===== src/seq_irq_pkg.sv =====
package seq_irq_pkg;

    localparam int ADDR_W = 22;
    localparam int NSRC   = 8;
    localparam int NCLS   = 4;

    // register offsets (byte addresses)
    localparam logic [7:0] OFF_SSR = 8'h00;
    localparam logic [7:0] OFF_IBR = 8'h04;
    localparam logic [7:0] OFF_BRK = 8'h08;
    localparam logic [7:0] OFF_IEA = 8'h0c;
    localparam logic [7:0] OFF_IFA = 8'h10;
    localparam logic [7:0] OFF_CFA = 8'h14;

    localparam logic [31:0] SSR_RESET = 32'hf800_0010;
    localparam logic [31:0] IBR_RESET = 32'h0000_0000;
    localparam logic [31:0] BRK_RESET = 32'h0000_0000;
    localparam logic [21:0] CFA_RESET = 22'h00_0000;

    // status word fields
    localparam int B_POS   = 2;
    localparam int BI_POS  = 3;
    localparam int MEN_POS = 26;
    localparam int TOS_LO  = 27;
    localparam int BRKEN_POS = 7;

    // source order: brk, tim, stack high, stack low, trap, c, b, a
    localparam int SRC_BRK = 0;
    localparam int SRC_TIM = 1;
    localparam int SRC_SOV = 2;
    localparam int SRC_SUN = 3;
    localparam int SRC_TRP = 4;
    localparam int SRC_EXC = 5;
    localparam int SRC_EXB = 6;
    localparam int SRC_EXA = 7;
    localparam int FLAG_POS [NSRC] = '{6, 9, 11, 13, 15, 19, 22, 24};
    localparam int EN_POS   [NSRC] = '{7, 10, 12, 14, 16, 20, 21, 25};

    // one nibble of class bits per source, source 0 lowest
    localparam logic [31:0] CLASS_MAP_DEF = 32'h8842_2211;

    localparam logic [4:0] TOS_HIGH_MARK = 5'd29;
    localparam logic [4:0] TOS_LOW_A     = 5'd1;
    localparam logic [4:0] TOS_LOW_B     = 5'd0;
    localparam logic [4:0] TOS_LOW_C     = 5'd31;

    typedef struct packed {
        logic        cyc;
        logic        stb;
        logic        we;
        logic [3:0]  sel;
        logic [7:0]  adr;
        logic [31:0] dat;
    } wb_req_t;

    typedef struct packed {
        logic        ack;
        logic [31:0] dat;
    } wb_rsp_t;

    // decoded instruction now executing, from the decode stage
    typedef struct packed {
        logic        branch;
        logic        push;
        logic        pop;
        logic        trap;
        logic        ret_first;
        logic        ret_second;
        logic        keep_shadow;
        logic        keep_shadow_inc;
        logic        invert_shadow;
        logic [21:0] next_addr;
    } seq_op_t;

endpackage


===== src/seq_irq_ctrl.sv =====
// Summary of operation
// (RULE1) stall: finish current, cancel and refetch next
// (RULE2) cancelled instruction updates no register or flag; a cancelled first return still sets master enable and reloads cfa
// (RULE3) three active-low level irq lines, sampled
// (RULE4) every active source sets its status flag
// (RULE5) honour only with master and own enable
// (RULE6) flags stay set until full-word write
// (RULE7) breakpoint compare only while its enable set
// (RULE8) entry saves fetch and next-fetch addresses
// (RULE9) entry neutralizes shadow, vectors, saves branch bit
// (RULE10) vector is base OR four class bits
// (RULE11) simultaneous interrupts: all class bits set
// (RULE12) first return reloads saved-execute, sets enable
// (RULE13) second return reloads saved-fetch address
// (RULE14) first return ignores the stall input
// (RULE15) system gates code word bit with stall
// (RULE16) interrupt entry overrides stall
// (RULE17) each external line has enable and flag
// (RULE18) stack high: push while pointer is 29
// (RULE19) stack low: pop while pointer 1, 0, 31
// (RULE20) trap instruction sets trap flag
// (RULE21) timer expiry and breakpoint hit set flags
// (RULE22) breakpoint stops before matching instruction, even neutralized
// (RULE23) keep shadow, keep and increment, invert
// (RULE24) neutralize output after branches, entries, returns
// (RULE25) external sources hold requests until acknowledged
// (RULE26) reset: zeros, reserved one bit, pointer all ones
// (RULE27) source-to-class mapping is a parameter
// (RULE28) no entry while master enable clear
//
// Chosen here: the address map and the Wishbone slave port.
`timescale 1ns/1ps
module seq_irq_ctrl
    import seq_irq_pkg::*;
#(
    parameter logic [31:0] CLASS_MAP = seq_irq_pkg::CLASS_MAP_DEF // RULE27
) (
    input  wire logic                  clk_i,
    input  wire logic                  rst_i,
    input  wire logic                  ce_i,
    input  wire seq_irq_pkg::wb_req_t  wb_req_i,
    output seq_irq_pkg::wb_rsp_t       wb_rsp_o,
    input  wire seq_irq_pkg::seq_op_t  op_i,
    input  wire logic                  timer_neg_i,
    input  wire logic                  stall_n_i,
    input  wire logic                  ext_irq_a_n_i,
    input  wire logic                  ext_irq_b_n_i,
    input  wire logic                  ext_irq_c_n_i,
    output logic [21:0]                code_addr_out_o,
    output logic                       shadow_cancel_n_o,
    output logic                       exec_cancel_o,
    output logic                       irq_entry_o
);
    import seq_irq_pkg::*;

    logic [31:0]      ssr;
    logic [31:0]      next_ssr;
    logic [31:0]      ibr;
    logic [31:0]      brk;
    logic [21:0]      cfa;
    logic [21:0]      iea;
    logic [21:0]      ifa;
    logic [3:0]       pins_s;
    logic             stall_act;
    logic             cancel_q;
    logic             exec_ok;
    logic [NSRC-1:0]  src_ev;
    logic [NSRC-1:0]  en_vec;
    logic [NSRC-1:0]  flag_set;
    logic [NSRC-1:0]  approved;
    logic [NCLS-1:0]  cls [NSRC];
    logic [NCLS-1:0]  cls_all;
    logic [31:0]      vector;
    logic             take;
    logic             men;
    logic [4:0]       tos;
    logic             wb_req;
    logic             wb_wr;
    logic             wr_ssr;
    logic [31:0]      rd_data;
    logic             shadow_cancel_n;
    logic             ret_second_ok;

    // ext lines and stall come from pins: three-stage synchroniser
    pin_sync #(
        .WIDTH     (4),
        .RESET_VAL (4'hf)
    ) u_pins (
        .clk_i  (clk_i),
        .rst_i  (rst_i),
        .ce_i   (ce_i),
        .pin_i  ({stall_n_i, ext_irq_c_n_i, ext_irq_b_n_i, ext_irq_a_n_i}),
        .sync_o (pins_s)
    ); // RULE3

    assign stall_act = !pins_s[3];
    assign men       = ssr[MEN_POS];
    assign tos       = ssr[TOS_LO +: 5];

    // the instruction after a stalled cycle is the cancelled one
    always_ff @(posedge clk_i) begin
        if (rst_i) begin
            cancel_q <= 1'b0;
        end else if (ce_i) begin
            cancel_q <= stall_act; // RULE1
        end
    end
    assign exec_ok       = !cancel_q; // RULE2
    assign ret_second_ok = op_i.ret_second && exec_ok;

    // event sources; instruction-driven ones are dropped when cancelled
    always_comb begin
        src_ev          = '0;
        src_ev[SRC_BRK] = ssr[BRKEN_POS] && (cfa == brk[21:0]); // RULE7 RULE22
        src_ev[SRC_TIM] = timer_neg_i; // RULE21
        src_ev[SRC_SOV] = exec_ok && op_i.push
                          && (tos == TOS_HIGH_MARK); // RULE18
        src_ev[SRC_SUN] = exec_ok && op_i.pop
                          && (tos == TOS_LOW_A || tos == TOS_LOW_B
                              || tos == TOS_LOW_C); // RULE19
        src_ev[SRC_TRP] = exec_ok && op_i.trap; // RULE20
        src_ev[SRC_EXC] = !pins_s[2]; // RULE17
        src_ev[SRC_EXB] = !pins_s[1]; // RULE17
        src_ev[SRC_EXA] = !pins_s[0]; // RULE17
    end

    genvar g;
    generate
        for (g = 0; g < NSRC; g++) begin : g_src
            assign en_vec[g]   = ssr[EN_POS[g]];
            assign flag_set[g] = src_ev[g]; // RULE4
            assign approved[g] = src_ev[g] && en_vec[g]; // RULE5
            assign cls[g]      = approved[g] ? CLASS_MAP[4*g +: 4] : 4'h0;
        end
    endgenerate

    // no priority: every approved source contributes its class bits
    always_comb begin
        cls_all = 4'h0;
        for (int i = 0; i < NSRC; i++) begin
            cls_all = cls_all | cls[i]; // RULE11
        end
    end

    assign vector = ibr | {28'h000_0000, cls_all}; // RULE10
    // entry wins over stall and over the returns
    assign take   = men && (|approved) && (cls_all != 4'h0); // RULE28 RULE16

    // status word
    always_comb begin
        next_ssr = ssr;
        if (exec_ok && (op_i.push || op_i.keep_shadow_inc)) begin
            next_ssr[TOS_LO +: 5] = tos + 5'd1; // RULE23
        end else if (exec_ok && op_i.pop) begin
            next_ssr[TOS_LO +: 5] = tos - 5'd1;
        end
        if (exec_ok) begin
            next_ssr[B_POS] = op_i.branch;
        end
        if (take) begin
            next_ssr[BI_POS]  = ssr[B_POS]; // RULE9
            next_ssr[MEN_POS] = 1'b0;
        end else if (op_i.ret_first) begin
            next_ssr[MEN_POS] = 1'b1; // RULE12 RULE14
        end
        if (wr_ssr) begin
            next_ssr = wb_req_i.dat; // RULE6
        end
        // a source firing in the clearing cycle still lands
        for (int i = 0; i < NSRC; i++) begin
            if (flag_set[i]) begin
                next_ssr[FLAG_POS[i]] = 1'b1; // RULE4 RULE6
            end
        end
    end

    always_ff @(posedge clk_i) begin
        if (rst_i) begin
            ssr <= SSR_RESET; // RULE26
        end else if (ce_i) begin
            ssr <= next_ssr;
        end
    end

    // fetch address and saved return addresses
    always_ff @(posedge clk_i) begin
        if (rst_i) begin
            cfa <= CFA_RESET;
            iea <= CFA_RESET;
            ifa <= CFA_RESET;
        end else if (ce_i) begin
            if (take) begin
                iea <= cfa; // RULE8
                ifa <= op_i.next_addr; // RULE8
                cfa <= vector[21:0]; // RULE9 RULE16
            end else if (op_i.ret_first) begin
                cfa <= iea; // RULE12 RULE14
            end else if (stall_act) begin
                cfa <= cfa; // RULE1
            end else if (ret_second_ok) begin
                cfa <= ifa; // RULE13
            end else begin
                cfa <= op_i.next_addr;
            end
        end
    end

    // the pin is driven from the register so no decode logic sits on it
    always_ff @(posedge clk_i) begin
        if (rst_i) begin
            code_addr_out_o <= CFA_RESET;
            exec_cancel_o   <= 1'b0;
            irq_entry_o     <= 1'b0;
        end else if (ce_i) begin
            if (take) begin
                code_addr_out_o <= vector[21:0];
            end else if (op_i.ret_first) begin
                code_addr_out_o <= iea; // RULE12
            end else if (!stall_act && ret_second_ok) begin
                code_addr_out_o <= ifa; // RULE13
            end else if (!stall_act) begin
                code_addr_out_o <= op_i.next_addr;
            end
            exec_cancel_o <= stall_act;
            irq_entry_o   <= take;
        end
    end

    // shadow neutralization
    always_comb begin
        shadow_cancel_n = (exec_ok && op_i.branch) || take || op_i.ret_first
               || ret_second_ok; // RULE24
        if (exec_ok && (op_i.keep_shadow || op_i.keep_shadow_inc)) begin
            shadow_cancel_n = 1'b0; // RULE23
        end else if (exec_ok && op_i.invert_shadow) begin
            shadow_cancel_n = !shadow_cancel_n; // RULE23
        end
        if (take) begin
            shadow_cancel_n = 1'b1; // RULE9
        end
    end

    always_ff @(posedge clk_i) begin
        if (rst_i) begin
            shadow_cancel_n_o <= 1'b1;
        end else if (ce_i) begin
            shadow_cancel_n_o <= !shadow_cancel_n; // RULE24
        end
    end

    // wishbone slave: ack one cycle after the request, write at ack edge
    assign wb_req = wb_req_i.cyc && wb_req_i.stb;
    assign wb_wr  = wb_req && wb_req_i.we && wb_rsp_o.ack;
    // only a complete word may overwrite the status word
    assign wr_ssr = wb_wr && (wb_req_i.adr == OFF_SSR)
                    && (wb_req_i.sel == 4'hf); // RULE6

    always_comb begin
        if (wb_req_i.adr == OFF_SSR) begin
            rd_data = ssr;
        end else if (wb_req_i.adr == OFF_IBR) begin
            rd_data = ibr;
        end else if (wb_req_i.adr == OFF_BRK) begin
            rd_data = brk;
        end else if (wb_req_i.adr == OFF_IEA) begin
            rd_data = {10'h000, iea};
        end else if (wb_req_i.adr == OFF_IFA) begin
            rd_data = {10'h000, ifa};
        end else if (wb_req_i.adr == OFF_CFA) begin
            rd_data = {10'h000, cfa};
        end else begin
            rd_data = 32'h0000_0000;
        end
    end

    always_ff @(posedge clk_i) begin
        if (rst_i) begin
            wb_rsp_o <= '0;
        end else if (ce_i) begin
            wb_rsp_o.ack <= wb_req && !wb_rsp_o.ack;
            if (wb_req && !wb_rsp_o.ack) begin
                wb_rsp_o.dat <= rd_data;
            end
        end
    end

    always_ff @(posedge clk_i) begin
        if (rst_i) begin
            ibr <= IBR_RESET;
            brk <= BRK_RESET;
        end else if (ce_i && wb_wr) begin
            for (int i = 0; i < 4; i++) begin
                if (wb_req_i.sel[i] && wb_req_i.adr == OFF_IBR) begin
                    ibr[8*i +: 8] <= wb_req_i.dat[8*i +: 8];
                end
                if (wb_req_i.sel[i] && wb_req_i.adr == OFF_BRK) begin
                    brk[8*i +: 8] <= wb_req_i.dat[8*i +: 8];
                end
            end
        end
    end
endmodule // seq_irq_ctrl


===== src/pin_sync.sv =====
`timescale 1ns/1ps
module pin_sync #(
    parameter int             WIDTH     = 4,
    parameter logic [WIDTH-1:0] RESET_VAL = '1
) (
    input  wire logic             clk_i,
    input  wire logic             rst_i,
    input  wire logic             ce_i,
    input  wire logic [WIDTH-1:0] pin_i,
    output logic      [WIDTH-1:0] sync_o
);
    genvar g;
    generate
        for (g = 0; g < WIDTH; g++) begin : g_bit
            logic ff1;
            logic ff2;
            logic ff3;
            // ff1 feeds ff2 only; a change is taken once ff2 and ff3 agree
            always_ff @(posedge clk_i) begin
                if (rst_i) begin
                    ff1       <= RESET_VAL[g];
                    ff2       <= RESET_VAL[g];
                    ff3       <= RESET_VAL[g];
                    sync_o[g] <= RESET_VAL[g];
                end else if (ce_i) begin
                    ff1 <= pin_i[g];
                    ff2 <= ff1;
                    ff3 <= ff2;
                    if (ff2 == ff3) begin
                        sync_o[g] <= ff3;
                    end
                end
            end
        end
    endgenerate
endmodule // pin_sync


===== config.mk =====
export PLATFORM = sky130hd
export DESIGN_NAME = seq_irq_ctrl
export DESIGN_NICKNAME = d
export VERILOG_FILES = /design/src/seq_irq_pkg.sv /design/src/seq_irq_ctrl.sv /design/src/pin_sync.sv
export SDC_FILE = /design/constraint.sdc
export NUM_CORES = 1
export LEC_CHECK = 0
export BUFFER_PORTS_ARGS = -buffer_cell sky130_fd_sc_hd__buf_2
export CELL_PAD_IN_SITES_DETAIL_PLACEMENT = 1
export CELL_PAD_IN_SITES_GLOBAL_PLACEMENT = 1
export CORE_UTILIZATION = 47
export DETAILED_ROUTE_END_ITERATION = 16
export PLACE_DENSITY = 0.91
export SYNTH_ARGS = -nofsm -noshare
export SYNTH_HDL_FRONTEND = slang
export SYNTH_SLANG_ARGS = --single-unit

===== constraint.sdc =====
create_clock -name clk_i -period 7.5 [get_ports clk_i]
set_clock_uncertainty 0.1 [all_clocks]
set_input_delay 1.125 -clock clk_i [delete_from_list [all_inputs] [get_ports clk_i]]
set_output_delay 1.125 -clock clk_i [all_outputs]
set_load 0.05 [all_outputs]

After elaboration in Yosys (flattened, before gate mapping)
Cells that the tools add are included.

Equal/unequal tests: 18. Reductions and logical operators: 95. Multiplexer cells: 40. Bitwise operators: 8. Add/subtract/negate cells: 2.

Operator list (number): 2-to-1 mux 22 bit (11); 2-to-1 mux 32 bit (4); AND reduction 2 bit (29); logical AND 1 bit (37); == test 22 bit (1); OR 22 x 4 -> 22 bit (1); 2-to-1 mux 1 bit (17); == test 8 x 4 -> 1 bit, second input constant (2); == test 8 x 5 -> 1 bit, second input constant (2); nonzero test 2 bit (6); == test 5 bit, second input constant (2); 2-to-1 mux 5 bit (2); nonzero test 3 bit (3); == test 8 x 3 -> 1 bit, second input constant (1); zero test 1 bit (8); zero test 8 bit (1); 2-to-1 mux 4 bit (2); nonzero test 4 bit (2); OR reduction 8 bit (1); logical OR 1 bit (7); 2-to-1 mux 2 bit (3); inequality test 2 bit, second input constant (3); adder 5 x 1 -> 5 bit, second input constant (1); == test 5 x 1 -> 1 bit, second input constant (1); other kinds (12) (16).

Input port bits: 86. Word-level logic and storage cells: 209. Bits in registers: 236.

Depth between registers and ports, before layout
Word-level depth: 21. Gate-level depth with buffers: 12. Gate-level depth less buffers: 10.

By module
A second synthesis with hierarchy kept.

Cells, all modules: 1177. Area, all modules: 10741.6 um2.

By module, submodules not included: seq_irq_ctrl (cells an instance 1116, times used 1, area an instance 10068.4 um2); pin_sync (cells an instance 61, times used 1, area an instance 673.1 um2).

Worst setup path after synthesis
OpenSTA, ideal clock, no wires.

Kind: in2reg. From: input wb_req_i[34] (netlist name). To: register ssr[28]. Data required time: 7.280 ns. Stages on the path: 9. Path slack: 4.524 ns. Arrival: 2.756 ns. Cell sequence: buf_2 nor4_1 nand2_1 or3_1 clkbuf_1 clkbuf_1 nand2_1 a21oi_1 a211o_1.

Longest elaborated chain between the ends: 5. Elaborated cells on any way between the ends: 6. Classes of those cells: mux: 1; reduce/logical: 5.

RTL lines: from (decl) (RTL line seq_irq_ctrl.sv:41) `input wire seq_irq_pkg::wb_req_t wb_req_i,`; zero test 8 bit * (RTL line seq_irq_ctrl.sv:255) `assign wr_ssr = wb_wr && (wb_req_i.adr == OFF_SSR)`; logical AND 1 bit * (RTL line seq_irq_ctrl.sv:255); logical AND 1 bit * (RTL line seq_irq_ctrl.sv:256) `&& (wb_req_i.sel == 4'hf);`; nonzero test 3 bit (no line); AND reduction 2 bit (no line); to (signal assigned) (RTL line seq_irq_ctrl.sv:181) `ssr <= next_ssr;`; to (decl) (RTL line seq_irq_ctrl.sv:56) `logic [31:0] ssr;`.

Mark *: on every way between the ends. The rest lies on a longest branch, timed or not. The select of a mux whose other input is x is not followed. A chain may end at the register's enable or synchronous reset.

Worst setup path in the final report
From: input wb_req_i[34] (netlist name). To: register ssr[15].

Longest elaborated chain between the ends: 5.

RTL lines (RTL line): zero test 8 bit (seq_irq_ctrl.sv:255); logical AND 1 bit (seq_irq_ctrl.sv:255); logical AND 1 bit (seq_irq_ctrl.sv:256); nonzero test 2 bit (no line); AND reduction 2 bit (no line).

No other way between the ends.

==> PnR_summary.wiki <==
{| class="wikitable"
! Metric !! Value
|-
| Nets || about 1,400
|-
| Syn nets || about 1,300
|-
| Syn Inst Count || 1,220
|-
| Antenna violation net count after detailed routing || 0
|-
| Global Route met2 Usage || 54.2%
|-
| Netlist area before placement || 0.0107 mm2
|-
| Max incr delay on CP || just under 1000 ps
|-
| Layout cells sized above 1 || between 10% and 20%
|-
| Clk sink count || 236
|-
| Count of state elements after synthesis || 236
|-
| Std-Cell Core Area || 0.0221 mm2
|-
| Number of cell rows || 54
|-
| Global router's overall resource usage || around 32%
|-
| Cell family with the largest share of critical-path delay || simple AND/OR/NAND/NOR gates
|-
| Met1 demand-to-capacity share in global routing || 39.6%
|-
| Share of cell area taken by muxes after synthesis || 12.2%
|-
| Number of library cell types mapped by synthesis || 59
|-
| CP max stage cell || nor2_2
|-
| Clock transition at the registers of the reported paths || 60 ps
|-
| Fmax || about 0.26 GHz
|-
| Synth area leaders || dfxtp_1, mux2i_1, nor2_1
|-
| Combined area of the multi-input logic cells || 0.00553 mm2
|-
| Complex-gate fraction of the synthesized area || 19.5%
|-
| Worst slew margin || around 7.8%
|-
| Gr ovfl total || 0
|-
| Setup Total Neg Slack || 0 ps
|-
| Final Max Tran Viols || 0
|-
| Worst path cell trace || buf_2 -> nor4_1 -> nand2_1 -> or3_1 -> nor2_2 -> a221oi_1
|-
| Ratio of final minimum period to clock period || approximately half
|-
| Critical path fanouts, max || 28
|-
| Area used by sequential logic in the layout || around 0.0047 mm2
|-
| Routed via count || 10,283
|-
| Clock latency on the worst-skew pair || 540 ps
|-
| Clock tree buffer depth || 3
|-
| Final number of hold-violating endpoints || 0
|-
| H-tree levels || 1
|-
| Fill cell count || 2,596
|-
| Number of buffers and inverters on the critical path || 1
|-
| Nature of the critical path startpoint || primary input
|-
| Setup repair after global routing missed its margin || no
|-
| CTS tree || built
|-
| Worst-case vdd ir drop || 0.125 mV
|-
| RD Place Congestion || 0.894
|-
| Share of flip-flops with an asynchronous set or reset after synthesis || 0%
|-
| Initial cell density of the core || 48.4%
|-
| CP endpoint kind || flip-flop
|-
| Number of global-route vias before repair || 10,533
|-
| Most frequent cells after synthesis || dfxtp_1, nor2_1, mux2i_1
|-
| Overall die area || 0.0234 mm2
|-
| Post-cts resize count || 0
|-
| First-pass GRT wire length || 59,200 um
|-
| XOR/XNOR share of the synthesized area || 1.96%
|-
| Cell type with the highest aggregate area in the netlist || dfxtp_1
|-
| Half-perimeter wire length after placement || around 24,000 um
|-
| Routed wire length per instance || approximately 24 um
|-
| Utilization of the core after routing || 55.4%
|-
| Sequential fraction of the synthesis area || 44.1%
|-
| Simple-Gate Fraction of Synth Area || 17.3%
|-
| Area Growth Syn to Fin || 14.4%
|-
| Global-route met3 utilization || under 10%
|-
| Ys Warns || 0
|-
| Die extent in y || between 150 and 200 um
|-
| Hold buffers post-CTS || 0
|-
| Number of maximum-capacitance violations || 0
|-
| Post-Synth Adder-Cell Area || less than 1%
|-
| Top_reg_cell synth || dfxtp_1
|-
| Arrival time at the worst endpoint || 4040 ps
|-
| Required time of the worst setup path || 7740 ps
|-
| Post-Synthesis Mean Instance Area || ~9 um2
|-
| Count of buffers from port buffering || 143
|-
| Combinational family with the most area after synthesis || compound AO/OA/AOI/OAI gates
|-
| Pin count of the biggest net entering global routing || 115
|-
| Area share of the largest cell type after synthesis || 44.1%
|-
| Type of the most critical hold path || reg2reg
|-
| Iter 0 DRT Violations || 910
|-
| Power Dens Cells || 228 mW/mm2
|-
| Total wirelength of the detailed-routed design || 37,900 um
|-
| Library cell with the highest instance count after synthesis || dfxtp_1
|-
| Static leakage power || 5.05 nW
|-
| EDFF count, synth || 0
|-
| Cts bufs inserted || 25
|-
| Busiest grt layer || met2
|-
| Routed vias/inst || 6.41
|-
| Inserted Diodes || 0
|-
| Die Wd || 153 um
|-
| Count of boundary I/O pins || around 140
|-
| Number of endpoints failing setup at the final stage || 0
|-
| Root Buffer || clkbuf_16
|-
| Initial antenna violation count || 0
|-
| Post-CTS Repair Setup Buffers || 0
|-
| Outcome || completed
|-
| Kind of critical path || in2reg
|-
| First-pass DRT Iterations || 5
|-
| Transition time at the pin with the least slew margin || 1380 ps
|-
| Number of design rule violations left after detail routing || 0
|-
| Shortest period the worst path allows || 3800 ps
|-
| Total Power || 2.79 mW
|}
[kinds of logic after synthesis]
family                   count (synthesis)
flip-flops                             236
AND/OR/NAND/NOR                        414
adder cells (fa/ha/maj)                  5
buffers and inverters                  110
XOR/XNOR                                24
AO/OA/AOI/OAI                          301
multiplexers                           130
[per-layer routing]
| metal | part of all wire [%] | up-vias |
|---|---|---|
| met5 | 0 | - |
| met3 | 7.2 | 133 |
| met1 | 41 | 5095 |
| li1 | - | 4575 |
| met2 | 47 | 480 |
| met4 | 4.7 | 0 |
[worst reg2reg max path: cells and delay by family, from the launching register on]
family	cells	cell delay, ps
adders and majority gates	2	450
and+or+nand+nor	3	790
DFF	1	400
AOI/OAI and AO/OA	5	1880
[flip-flops by register name, indices dropped and copies added, names as in the netlist, 22 cells and up]
| name | flops |
|---|---|
| wb_rsp_o | 33 |
| ifa | 22 |
| ibr | 32 |
| ssr | 32 |
| cfa | 22 |
| code_addr_out_o | 22 |
| iea | 22 |
| brk | 32 |
[cells in the final DEF, fill, tap and decap left out, types with 20 or more instances in the layout]
cell type | Yosys | routed
a21oi_1 | 65 | 65
a221oi_1 | 25 | 25
a22oi_1 | 23 | 23
a311oi_1 | 22 | 22
buf_2 | 17 | 142
clkbuf_16 | 0 | 25
dfxtp_1 | 236 | 236
mux2i_1 | 129 | 129
nand2_1 | 100 | 100
nand3_1 | 57 | 56
nor2_1 | 184 | 183
nor3_1 | 20 | 20
o21a_1 | 36 | 36
o21ai_0 | 44 | 44
[power by group]
part	internal, mW	leakage, nW	total (mW)	switching (mW)
Combinational	0.0873	2.75	0.289	0.201
Sequential	1.29	1.92	1.32	0.0309
Clock	0.675	0.375	1.19	0.513
Total	2.05	5.05	2.79	0.746
[stage by stage]
stage / cells / setup WS [ps] / hold slack, ps / area, um2
after detailed placement: 1559 / 3300 / 350 / 11500
after CTS: 1603 / 3770 / 359 / 12200
final: 1603 / 3700 / 357 / 12200
after global routing: 1603 / 3540 / 389 / 12200
after floorplan: 1220 / 4520 / 330 / 10700
after global placement: 1559 / 3440 / 340 / 11500
[final timing paths]
| path | start | end | slack, ps | depth (start not counted) |
|---|---|---|---|---|
| worst max-delay path | wb_req_i[34] | ssr[15] | 3700 | 6 |
| worst min-delay path | code_addr_out_o[4] | code_addr_out_o[4] | 360 | 1 |
| worst max register to register | ssr[27] | cfa[21] | 3820 | 10 |
| worst min register to register | code_addr_out_o[4] | code_addr_out_o[4] | 360 | 1 |
[cell type report]
cell class / instances / area share (%)
clock buffers: 41 / 6.09
flip-flops and latches: 236 / 38.6
multi-input cells: 874 / 45.1
well taps: 280 / 2.86
clock inverters: 3 / 0.153
inverters: 13 / 0.398
repair buffers: 156 / 6.79
(Power assumes the default switching activity.)
